File: src/bpm_defines.svh
// constants for the backscatter packet modulator
`ifndef BPM_DEFINES_SVH
`define BPM_DEFINES_SVH

`define BPM_CLK_HZ          125000000
`define BPM_BIT_PERIOD_US   500
`define BPM_HALF_CYC        31250
`define BPM_ERR_FAST_MS     30
`define BPM_ERR_SLOW_MS     250
`define BPM_CYC_PER_MS      125000
`define BPM_ERR_FAST_CYC    (`BPM_ERR_FAST_MS * `BPM_CYC_PER_MS)
`define BPM_ERR_SLOW_CYC    (`BPM_ERR_SLOW_MS * `BPM_CYC_PER_MS)

`define BPM_CHAR_BITS       4'd11
`define BPM_MAX_BYTES       5'd28

`define BPM_ILIM_TRACK_MA   12'd300
`define BPM_ILIM_FIXED_MA   12'd400
`define BPM_ILIM_MARGIN_MA  12'd50
`define BPM_ILIM_NONE_MA    12'hfff
`define BPM_SYNC_UP_MA      12'd120
`define BPM_SYNC_DOWN_MA    12'd100

`define BPM_ADDR_CTRL       12'h000
`define BPM_ADDR_STATUS     12'h004
`define BPM_ADDR_LEN        12'h008
`define BPM_ADDR_ILIM       12'h00c
`define BPM_ADDR_BUF        12'h100
`define BPM_ADDR_BUF_END    12'h16c

`define BPM_CTRL_SEND       0
`define BPM_CTRL_ERR_EN     1
`define BPM_CTRL_SYNC_OK    2

`endif

File: src/bpm_pkg.sv
// types for the backscatter packet modulator
package bpm_pkg;
    typedef enum logic [3:0] {
        BPM_IDLE  = 4'b0001,
        BPM_LOAD  = 4'b0010,
        BPM_SHIFT = 4'b0100,
        BPM_DONE  = 4'b1000
    } bpm_state_t;

    typedef enum logic [1:0] {
        BPM_RECT_DIODE = 2'b00,
        BPM_RECT_HALF  = 2'b01,
        BPM_RECT_FULL  = 2'b10
    } bpm_rect_t;
endpackage

File: src/bpm_modulator.sv
// packet framer, bi-phase modulator and power-path control
//
// The implementer's own choices: the APB interface to the registers and the placing of the registers.
`include "bpm_defines.svh"
// Notes on behaviour
// - power-good open-drain switch is on exactly while supply output is enabled.
// - supply output stays disabled until rectified voltage reaches no-load target.
// - each bit lasts one 0.5 ms bit period, 2 kHz.
// - a one gives two modulation transitions per bit period.
// - a zero gives exactly one transition per bit period.
// - data bytes go out least significant bit first.
// - each byte is an 11-bit character: start, eight data, parity, stop.
// - the start bit is zero.
// - parity makes data plus parity hold an odd count of ones.
// - the stop bit is one.
// - both modulation switches carry the same waveform.
// - current limit is adjusted while packets are being sent.
// - below 300 mA output current the limit is a fixed 400 mA.
// - above 300 mA the limit is measured current plus 50 mA, held at 4095 above 4045 mA.
// - limit is lifted once the packet has finished.
// - synchronous rectification off during startup, diodes rectify.
// - above undervoltage lockout use half-synchronous until load exceeds 120 mA.
// - full synchronous holds until load falls below 100 mA, then half.
// - mode_select_b high with mode_select_a low disables the communication limit.
// - over regulation send error packets every 30 ms, then every 250 ms at target.
module bpm_modulator
    import bpm_pkg::*;
(
    // clock and reset
    input  wire logic        pclk,
    input  wire logic        presetn,
    // apb slave
    input  wire logic        psel,
    input  wire logic        penable,
    input  wire logic        pwrite,
    input  wire logic [11:0] paddr,
    input  wire logic [31:0] pwdata,
    output logic      [31:0] prdata,
    output logic             pready,
    output logic             pslverr,
    // analog status inputs
    input  wire logic        rectified_voltage_at_target,
    input  wire logic        rectified_voltage_above_uvlo,
    input  wire logic        input_above_regulation,
    input  wire logic [11:0] measured_output_current,
    input  wire logic        mode_select_a,
    input  wire logic        mode_select_b,
    // pins and analog controls
    output logic             modulation_switch_a,
    output logic             modulation_switch_b,
    output logic             power_good_indicator_oe_n,
    output logic             supply_output_enable,
    output logic [11:0]      current_limit_ma,
    output logic [1:0]       rectifier_mode
);

    bpm_state_t  state;
    bpm_rect_t   rect;
    logic [7:0]  buf_mem [0:`BPM_MAX_BYTES-1];
    logic [4:0]  pkt_len;
    logic [4:0]  byte_idx;
    logic [10:0] shreg;
    logic [3:0]  bit_cnt;
    logic [14:0] half_cnt;
    logic        second_half;
    logic        mod_level;
    logic        send_req;
    logic        err_en;
    logic        sync_ok;
    logic        active;
    logic        ever_at_target;
    logic [27:0] err_cnt;
    logic        err_fire;
    logic        setup_done;
    logic        apb_write;
    logic        apb_read;
    logic        addr_ok;
    logic        in_buf;
    logic [4:0]  buf_sel;
    logic        half_tick;
    logic [7:0]  cur_byte;

    assign apb_write = psel & penable & pwrite;
    assign apb_read  = psel & ~penable & ~pwrite;
    assign in_buf    = (paddr >= `BPM_ADDR_BUF) && (paddr <= `BPM_ADDR_BUF_END)
                       && (paddr[1:0] == 2'b00);
    assign buf_sel   = 5'(paddr[6:2]);
    assign addr_ok   = in_buf || paddr == `BPM_ADDR_CTRL || paddr == `BPM_ADDR_STATUS
                       || paddr == `BPM_ADDR_LEN || paddr == `BPM_ADDR_ILIM;
    assign half_tick = (half_cnt == 15'(`BPM_HALF_CYC - 1));
    assign cur_byte  = buf_mem[byte_idx];

    // apb: zero wait states; ready asserted in every access phase
    always_ff @(posedge pclk or negedge presetn) begin
        if (!presetn) begin
            pready  <= 1'b0;
            pslverr <= 1'b0;
        end else begin
            pready  <= psel & ~penable;
            pslverr <= psel & ~penable & ~addr_ok;
        end
    end

    always_ff @(posedge pclk or negedge presetn) begin
        if (!presetn) begin
            prdata <= 32'h0;
        end else if (apb_read) begin
            if (paddr == `BPM_ADDR_CTRL) begin
                prdata <= {29'h0, sync_ok, err_en, send_req};
            end else if (paddr == `BPM_ADDR_STATUS) begin
                prdata <= {24'h0, 2'(rect), supply_output_enable, active,
                           4'(state)};
            end else if (paddr == `BPM_ADDR_LEN) begin
                prdata <= {27'h0, pkt_len};
            end else if (paddr == `BPM_ADDR_ILIM) begin
                prdata <= {20'h0, current_limit_ma};
            end else if (in_buf) begin
                prdata <= {24'h0, buf_mem[buf_sel]};
            end else begin
                prdata <= 32'h0;
            end
        end
    end

    // buffer writes are refused while a packet is on the wire
    always_ff @(posedge pclk) begin
        if (apb_write && in_buf && !active) begin
            buf_mem[buf_sel] <= pwdata[7:0];
        end
    end

    always_ff @(posedge pclk or negedge presetn) begin
        if (!presetn) begin
            pkt_len <= 5'h0;
            err_en  <= 1'b0;
            sync_ok <= 1'b0;
        end else if (apb_write && !active) begin
            if (paddr == `BPM_ADDR_LEN) begin
                pkt_len <= (pwdata[4:0] > `BPM_MAX_BYTES) ? `BPM_MAX_BYTES : pwdata[4:0];
            end else if (paddr == `BPM_ADDR_CTRL) begin
                err_en  <= pwdata[`BPM_CTRL_ERR_EN];
                sync_ok <= pwdata[`BPM_CTRL_SYNC_OK];
            end
        end
    end

    // send request: set by software or the error timer, cleared at packet start
    always_ff @(posedge pclk or negedge presetn) begin
        if (!presetn) begin
            send_req <= 1'b0;
        end else if (apb_write && paddr == `BPM_ADDR_CTRL && pwdata[`BPM_CTRL_SEND]) begin
            send_req <= 1'b1;
        end else if (err_fire && err_en) begin
            send_req <= 1'b1;
        end else if (state == BPM_LOAD && byte_idx == 5'h0) begin
            send_req <= 1'b0;
        end
    end

    // error packet period: short while below target, long while at target
    always_ff @(posedge pclk or negedge presetn) begin
        if (!presetn) begin
            err_cnt  <= 28'h0;
            err_fire <= 1'b0;
        end else if (!input_above_regulation) begin
            err_cnt  <= 28'h0;
            err_fire <= 1'b0;
        end else if ((!rectified_voltage_at_target
                      && err_cnt >= 28'(`BPM_ERR_FAST_CYC - 1))
                     || err_cnt >= 28'(`BPM_ERR_SLOW_CYC - 1)) begin
            err_cnt  <= 28'h0;
            err_fire <= 1'b1;
        end else begin
            err_cnt  <= err_cnt + 28'h1;
            err_fire <= 1'b0;
        end
    end

    // half-bit timebase, restarted with each packet so bits align
    always_ff @(posedge pclk or negedge presetn) begin
        if (!presetn) begin
            half_cnt    <= 15'h0;
            second_half <= 1'b0;
        end else if (state != BPM_SHIFT) begin
            half_cnt    <= 15'h0;
            second_half <= 1'b0;
        end else if (half_tick) begin
            half_cnt    <= 15'h0;
            second_half <= ~second_half;
        end else begin
            half_cnt <= half_cnt + 15'h1;
        end
    end

    // framer
    always_ff @(posedge pclk or negedge presetn) begin
        if (!presetn) begin
            state    <= BPM_IDLE;
            byte_idx <= 5'h0;
            shreg    <= 11'h0;
            bit_cnt  <= 4'h0;
            active   <= 1'b0;
        end else begin
            case (state)
                BPM_IDLE: begin
                    byte_idx <= 5'h0;
                    if (send_req && pkt_len != 5'h0) begin
                        state  <= BPM_LOAD;
                        active <= 1'b1;
                    end
                end
                BPM_LOAD: begin
                    // shifted out from bit 0: start, data lsb first, parity, stop
                    shreg   <= {1'b1, ~^cur_byte, cur_byte, 1'b0};
                    bit_cnt <= 4'h0;
                    state   <= BPM_SHIFT;
                end
                BPM_SHIFT: begin
                    if (half_tick && second_half) begin
                        shreg   <= {1'b0, shreg[10:1]};
                        bit_cnt <= bit_cnt + 4'h1;
                        if (bit_cnt == `BPM_CHAR_BITS - 4'h1) begin
                            if (byte_idx == pkt_len - 5'h1) begin
                                state <= BPM_DONE;
                            end else begin
                                // next character loaded in the same cycle: no gap
                                byte_idx <= byte_idx + 5'h1;
                                shreg    <= {1'b1, ~^buf_mem[byte_idx + 5'h1],
                                             buf_mem[byte_idx + 5'h1], 1'b0};
                                bit_cnt  <= 4'h0;
                            end
                        end
                    end
                end
                BPM_DONE: begin
                    active <= 1'b0;
                    state  <= BPM_IDLE;
                end
                default: begin
                    state <= BPM_IDLE;
                end
            endcase
        end
    end

    // differential bi-phase: toggle at every boundary except the packet's end, mid-bit extra for ones
    always_ff @(posedge pclk or negedge presetn) begin
        if (!presetn) begin
            mod_level <= 1'b0;
        end else if (state == BPM_LOAD) begin
            mod_level <= ~mod_level;
        end else if (state == BPM_SHIFT && half_tick) begin
            if (second_half && state == BPM_SHIFT && !(bit_cnt == `BPM_CHAR_BITS - 4'h1
                && byte_idx == pkt_len - 5'h1)) begin
                mod_level <= ~mod_level;
            end else if (!second_half && shreg[0]) begin
                mod_level <= ~mod_level;
            end
        end
    end

    // both switches track one waveform so parallel resistors share the load
    always_ff @(posedge pclk or negedge presetn) begin
        if (!presetn) begin
            modulation_switch_a <= 1'b0;
            modulation_switch_b <= 1'b0;
        end else begin
            modulation_switch_a <= mod_level;
            modulation_switch_b <= mod_level;
        end
    end

    // supply output on after first convergence at no load, while above uvlo and mode selects not both high
    always_ff @(posedge pclk or negedge presetn) begin
        if (!presetn) begin
            ever_at_target       <= 1'b0;
            supply_output_enable <= 1'b0;
        end else begin
            if (rectified_voltage_at_target) begin
                ever_at_target <= 1'b1;
            end
            supply_output_enable <= ever_at_target && rectified_voltage_above_uvlo
                                    && !(mode_select_a && mode_select_b);
        end
    end

    // open drain: enable low pulls the pin down
    always_ff @(posedge pclk or negedge presetn) begin
        if (!presetn) begin
            power_good_indicator_oe_n <= 1'b1;
        end else begin
            power_good_indicator_oe_n <= ~(ever_at_target && rectified_voltage_above_uvlo
                                           && !(mode_select_a && mode_select_b));
        end
    end

    // communication current limit, lifted outside packets
    always_ff @(posedge pclk or negedge presetn) begin
        if (!presetn) begin
            current_limit_ma <= `BPM_ILIM_NONE_MA;
        end else if (!active || (mode_select_b && !mode_select_a)) begin
            current_limit_ma <= `BPM_ILIM_NONE_MA;
        end else if (measured_output_current > `BPM_ILIM_TRACK_MA) begin
            // saturate so the sum cannot wrap below the load
            current_limit_ma <= (measured_output_current > (`BPM_ILIM_NONE_MA - `BPM_ILIM_MARGIN_MA))
                                ? `BPM_ILIM_NONE_MA
                                : measured_output_current + `BPM_ILIM_MARGIN_MA;
        end else begin
            current_limit_ma <= `BPM_ILIM_FIXED_MA;
        end
    end

    // startup gate: synchronous modes only after software marks startup done
    always_ff @(posedge pclk or negedge presetn) begin
        if (!presetn) begin
            setup_done <= 1'b0;
        end else begin
            setup_done <= sync_ok;
        end
    end

    // rectifier mode with 120/100 mA hysteresis
    always_ff @(posedge pclk or negedge presetn) begin
        if (!presetn) begin
            rect <= BPM_RECT_DIODE;
        end else if (!rectified_voltage_above_uvlo || !setup_done) begin
            rect <= BPM_RECT_DIODE;
        end else begin
            case (rect)
                BPM_RECT_DIODE: begin
                    rect <= BPM_RECT_HALF;
                end
                BPM_RECT_HALF: begin
                    if (measured_output_current > `BPM_SYNC_UP_MA) begin
                        rect <= BPM_RECT_FULL;
                    end
                end
                BPM_RECT_FULL: begin
                    if (measured_output_current < `BPM_SYNC_DOWN_MA) begin
                        rect <= BPM_RECT_HALF;
                    end
                end
                default: begin
                    rect <= BPM_RECT_DIODE;
                end
            endcase
        end
    end

    always_ff @(posedge pclk or negedge presetn) begin
        if (!presetn) begin
            rectifier_mode <= 2'b00;
        end else begin
            rectifier_mode <= 2'(rect);
        end
    end

endmodule

File: config.mk
export PLATFORM = sky130hd
export DESIGN_NAME = bpm_modulator
export DESIGN_NICKNAME = d
export VERILOG_FILES = /design/src/bpm_pkg.sv /design/src/bpm_modulator.sv
export VERILOG_INCLUDE_DIRS = /design/src
export SDC_FILE = /design/constraint.sdc
export NUM_CORES = 1
export LEC_CHECK = 0
export BUFFER_PORTS_ARGS = -buffer_cell sky130_fd_sc_hd__buf_2
export CORE_MARGIN = 4
export CORE_UTILIZATION = 65
export DETAILED_ROUTE_END_ITERATION = 12
export PLACE_DENSITY = 0.92
export SETUP_SLACK_MARGIN = 0.4
export SLEW_MARGIN = 20
export SYNTH_ARGS = -nofsm -noshare
export SYNTH_HDL_FRONTEND = slang
export SYNTH_SLANG_ARGS = --single-unit
export TNS_END_PERCENT = 1
File: constraint.sdc
create_clock -name pclk -period 4.9 [get_ports pclk]
set_input_delay 0.245 -clock pclk [delete_from_list [all_inputs] [get_ports pclk]]
set_output_delay 0.245 -clock pclk [all_outputs]
set_load 0.005 [all_outputs]
# Word-level counts from Yosys, hierarchy flattened
# Memory sizes are Yosys's and may differ from the RTL's.
# Cells that the tools add are included.
# Widths: inputs -> output; s select.
[classes]
addsub = 6
magnitude_cmp = 9
n_eq_ne = 20
muxes = 49
bitwise_logic = 12
n_reduce_logical = 58
[op_table]
columns = ["cell", "count"]
rows = [
  ["$mux 12", 7],
  ["$mux 28", 2],
  ["$mux 11", 3],
  ["$mux 15", 2],
  ["$add 28x1->28 const B", 1],
  ["$ge 28x22->1 const B", 1],
  ["$ge 28x25->1 const B", 1],
  ["$mux 4", 7],
  ["$eq 12x4->1 const B", 2],
  ["$pmux 11 s2", 1],
  ["$logic_and 1x1->1", 21],
  ["$mux 5", 4],
  ["$reduce_xnor 8->1", 2],
  ["$add 15x1->15 const B", 1],
  ["$eq 15x15->1 const B", 1],
  ["$mux 1", 14],
  ["$add 12x6->12 const B", 1],
  ["$eq 12x3->1 const B", 1],
  ["$ge 12x9->1 const B", 1],
  ["$gt 12x12->1 const B", 1],
  ["$gt 12x7->1 const B", 1],
  ["$gt 12x9->1 const B", 1],
  ["$le 12x9->1 const B", 1],
  ["$logic_not 12->1", 1],
  ["34 further kinds", 76],
]
[word_totals]
reg_bits = 134
ram_bits = 224
inputBits = 66
out_inout_bits = 52
word_cells = 180
memories = 1
[mem_list]
columns = ["name", "words", "word_bits", "read_ports", "rd_clocked_by_memory_dff", "wr", "line_no", "source"]
rows = [
  ["buf_mem", 28, 8, 3, 0, 1, "bpm_modulator.sv:59", "logic [7:0] buf_mem [0:`BPM_MAX_BYTES-1];"],
]

# Logic depth before layout (Yosys ltp)
[depth]
ltp_word = 9
mapped_depth = 17
ltp_nobuf = 11

# Least setup slack after synthesis
# Ideal clock, no wire load.
[synth_timing]
path_kind = "register to register"
from = "register byte_idx[0]"
to = "register shreg[9]"
setup_ns = 0.162
arrival_time_ns = 3.070
t_required_ns = 4.738
setup_slack_ns = 1.668
stages_incl_launch_ff = 17
path_buffers = 6
period_less_slack_ns = 3.232
path_cell_list = "dfrtp_1 -> buf_6 -> buf_6 -> buf_4 -> inv_2 -> ha_1 -> buf_4 -> buf_4 -> buf_4 -> mux4_2 -> nor2_1 -> nor2_1 -> o221ai_1 -> xnor2_1 -> xnor2_1 -> xnor2_1 -> a41oi_2"
[synth_between]
elab_chain_len = 7
elab_cells_between_ends = 9
cone_classes = "add/sub (1); eq/ne (1); mux (4); reduce/logical (2); memory (1)"
[synth_rtl]
columns = ["item", "line_no", "source"]
rows = [
  ["from (decl)", "bpm_modulator.sv:61", "logic [4:0] byte_idx;"],
  ["from (signal assigned)", "bpm_modulator.sv:227", "byte_idx <= byte_idx + 5'h1;"],
  ["$add 5x1->5", "bpm_modulator.sv:228", "shreg <= {1'b1, ~^buf_mem[byte_idx + 5'h1],"],
  ["$mem_v2 28x8", "-", ""],
  ["$reduce_xnor 8->1", "bpm_modulator.sv:228", ""],
  ["$mux 11", "bpm_modulator.sv:223", "if (byte_idx == pkt_len - 5'h1) begin"],
  ["$mux 11", "bpm_modulator.sv:222", "if (bit_cnt == `BPM_CHAR_BITS - 4'h1) begin"],
  ["$mux 11", "bpm_modulator.sv:219", "if (half_tick && second_half) begin"],
  ["$pmux 11 s2 *", "bpm_modulator.sv:204", "case (state)"],
  ["to (signal assigned)", "bpm_modulator.sv:214", "shreg <= {1'b1, ~^cur_byte, cur_byte, 1'b0};"],
  ["to (signal assigned)", "bpm_modulator.sv:220", "shreg <= {1'b0, shreg[10:1]};"],
  ["to (signal assigned)", "bpm_modulator.sv:228", ""],
  ["to (decl)", "bpm_modulator.sv:62", "logic [10:0] shreg;"],
]
# Every way passes the cells marked *; elsewhere a longest branch is shown, timed or not. The select of a mux whose other input is x is not followed.
# A chain may end at the register's enable or synchronous reset.

# Final worst setup path
# Ends and elaborated chain as after synthesis.

==> results.yml <==
status:
  status: "completed"
sta:
  maxSlewHeadroom: 0.1955
  rsz0062_at_grt: "false"
  worstMarginPinSlew_ns: 1.202
  fin_crit_ns: 3.919
  setup_viol: 0
  report.final.slew_viol_count: 0
  fin_crit_sh: 0.7999
  skew_ns: 0.03145
  hold_viol_final: 0
  tns_ns: 0
  max_freq_mhz: 255.1
  timing.hold.ws_ns: 0.01909
placed_design:
  dpl_cell_area_mm2: 0.01900
  dp_hpwl_um: 34930
  io_buffers: 73
  gp_congestion: 1.088
power:
  irDropWorstVdd_v: 0.0004306
  share_comb_of_total_power: 0.157
  p_clk_frac: 0.375
  p_seq_frac: 0.467
  p_leak_uw: 0.007052
  power.density_mw_per_mm2: 341.5
  intPower_uw: 5100
  power_switching_uw: 1798
  switching_share: 0.2606
floorplan:
  core_area_mm2: 0.02801
  ios: 118
  initial_core_util: 0.6641
  die_width_um: 177.2
  die_area_mm2: 0.03139
  fp.dieH_um: 177.2
  row_count: 61
cells_and_area:
  final_nets: 1547
  syn_to_final_growth_pct: 8.590
  drive_gt1_frac: 0.2335
  final_cell_area_mm2: 0.02020
  seq_area_mm2: 0.009603
  mostFrequentLayoutCells: "edfxtp_1 (224), nor2_1 (159), mux4_2 (138)"
  multi_input_area_mm2: 0.008353
  final_common_cell: "edfxtp_1"
  nFillCells: 1763
critical_path:
  endpoint_kind: "flop"
  critical_path.cell_chain: "ha_1 -> xor2_4 -> buf_4 -> mux4_2 -> mux2_2 -> mux2i_1 -> a221oi_1 -> xnor2_1 -> xnor2_1 -> xnor2_1 -> a41oi_2"
  cpLargestDelayFamily: "XOR/XNOR gates"
  worstSetupPathType: "flop to flop"
  required_ns: 5.23
  crit_path_max_incr_delay_ns: 0.61
  path_buf_inv: 1
  path_max_fanout: 18
  slowest_stage: "dfrtp_4"
  critPathMostFrequentCell: "xnor2_1"
  arrival_ns: 4.25
  cp-start-kind: "flop"
logic_synthesis:
  yosysSeqAreaShare: 0.5159
  ys_warn_count: 0
  syn-cell-area_mm2: 0.01860
  synthCells: 1420
  synth-edff-count: 224
  ys_ff_latch: 338
  synth_ff_type: "edfxtp_1"
  ys_types: 72
  synth.avg_cell_area_um2: 13.10
  synthArstFlopShare: 0.3373
routing:
  viasPerCell: 7.125
  num_vias: 13380
  drt_iter0_drc: 1961
  totalWireLength_um: 51100
  route.detailed.drc: 0
  wl_per_cell_um: 27.21
  drt_pass1_iterations: 6
  final_antenna_net_count: 0
global_routing:
  track_usage: 0.3282
  grt_pass1_wl_um: 77200
  grt_max_degree: 68
  antenna_found_initial: 1
  globalRoute.totalOverflow: 0
  grt_pass1_vias: 13000
clock_tree:
  cts_resized: 0
  clkSinkCount: 338
  clock_latency_ns: 0.53
  cts-root-buf: "clkbuf_16"
  numCtsBuffers: 37
  postCtsHoldBufs: 7
  tritoncts: "yes"
  ctsHtreeMaxLevel: 2
  clkSlewWorstSetupHoldPaths_ns: 0.06
  cts_buffer_depth: 3
  postCtsSetupRepairBufs: 0
worst_hold_path:
  hp-class: "input port to flop"
flow_run:
  maxCapViolCount: 0
==> per-layer routing <==
layer  track usage  up-vias  routed length, µm
met2        0.5275     1093              23780
met4        0.1593        0               3394
met1        0.4309     6518              17460
li1              -     5537                  -
met5             0        -                  0
met3       0.07199      232               6466
==> power by group through the flow <==
| stage | combinational [µW] | clock, µW | sequential, µW |
|---|---|---|---|
| 4_1_cts | 1060 | 2590 | 3220 |
| 5_1_grt | 1160 | 2740 | 3230 |
| 2_1_floorplan | 804 | 0 | 3250 |
| 3_5_place_dp | 1050 | 0 | 3280 |
| 6_report | 1080 | 2590 | 3220 |
| 3_3_place_gp | 1020 | 0 | 3270 |
==> registers in the layout, summed over array words and instances, names as in the netlist, 2 cells and up <==
signal	count
buf_mem	224
err_cnt	28
half_cnt	15
current_limit_ma	12
prdata	12
shreg	11
byte_idx	5
pkt_len	5
bit_cnt	4
state	4
rect	2
rectifier_mode	2
==> cell usage after synthesis (9+ instances only) <==
library cell,instances,area [µm²]
edfxtp_1,224,6726
nor2_1,159,596.8
mux4_2,138,3108
nand2_1,128,480.5
dfrtp_1,100,2502
o21ai_0,58,290.3
nand3_1,57,285.3
mux2i_1,40,400.4
xnor2_1,39,341.6
buf_4,34,255.2
a21oi_1,33,165.2
clkbuf_1,31,116.4
mux2_2,29,326.6
xor2_1,29,254.0
nor3_1,26,130.1
buf_2,21,105.1
and3_1,19,118.9
inv_1,19,71.32
a31oi_1,18,112.6
o22ai_1,16,100.1
dfstp_2,14,367.9
a22oi_1,13,97.59
nand4_1,13,81.33
ha_1,9,112.6
==> cell families after synthesis <==
| kind of cell | share of synthesized area |
|---|---|
| AOI/OAI and AO/OA | 0.07238 |
| buffers and inverters | 0.04083 |
| adders and majority gates | 0.006054 |
| DFF | 0.5159 |
| other | 0.0002016 |
| xor gates and xnor gates | 0.03558 |
| muxes | 0.2187 |
| and+or+nand+nor | 0.1104 |
==> worst min-delay path, delay by kind of cell <==
family | cells | cell delay [ns]
buf+inv | 1 | 0.12
xor+xnor | 1 | 0.07
simple gates | 1 | 0.06
==> per-stage QoR <==
step | setup slack (ns) | power (µW) | util | cells
floorplan | 1.668 | 4050 | - | 1442
global placement | 1.167 | 4292 | 0.6784 | 1804
detailed placement | 1.130 | 4327 | 0.6784 | 1804
CTS | 1.124 | 6881 | 0.7209 | 1877
global route | 0.9139 | 7132 | 0.7211 | 1878
finish | 0.9806 | 6897 | 0.7211 | 1878
==> path summary, 6_finish.rpt <==
path                                            endpoint                        from  slack (ns)  cells past startpoint
hold reg to reg            modulation_switch_b$_DFF_PN0_       mod_level$_DFFE_PN0P_        0.42                      0
hold / removal             current_limit_ma[8]$_DFF_PN1_  measured_output_current[8]        0.02                      3
max in group asynchronous          err_cnt[23]$_DFF_PN0_                     presetn        3.41                      3
setup / recovery                    shreg[9]$_DFFE_PN0P_     byte_idx[0]$_DFFE_PN0P_        0.98                     11
setup reg to reg                    shreg[9]$_DFFE_PN0P_     byte_idx[0]$_DFFE_PN0P_        0.98                     11
min in group asynchronous          half_cnt[2]$_DFF_PN0_                     presetn        0.28                      2
==> layout make-up <==
type	count	share of cell area
Sequential cell	338	0.4754
Multi-Input combinational cell	978	0.4135
Clock buffer	54	0.05222
Timing Repair Buffer	95	0.02800
Tap cell	378	0.02341
Inverter	22	0.004088
Clock inverter	12	0.003221
Antenna cell	1	0.0001239
(Power assumes the default switching activity.)
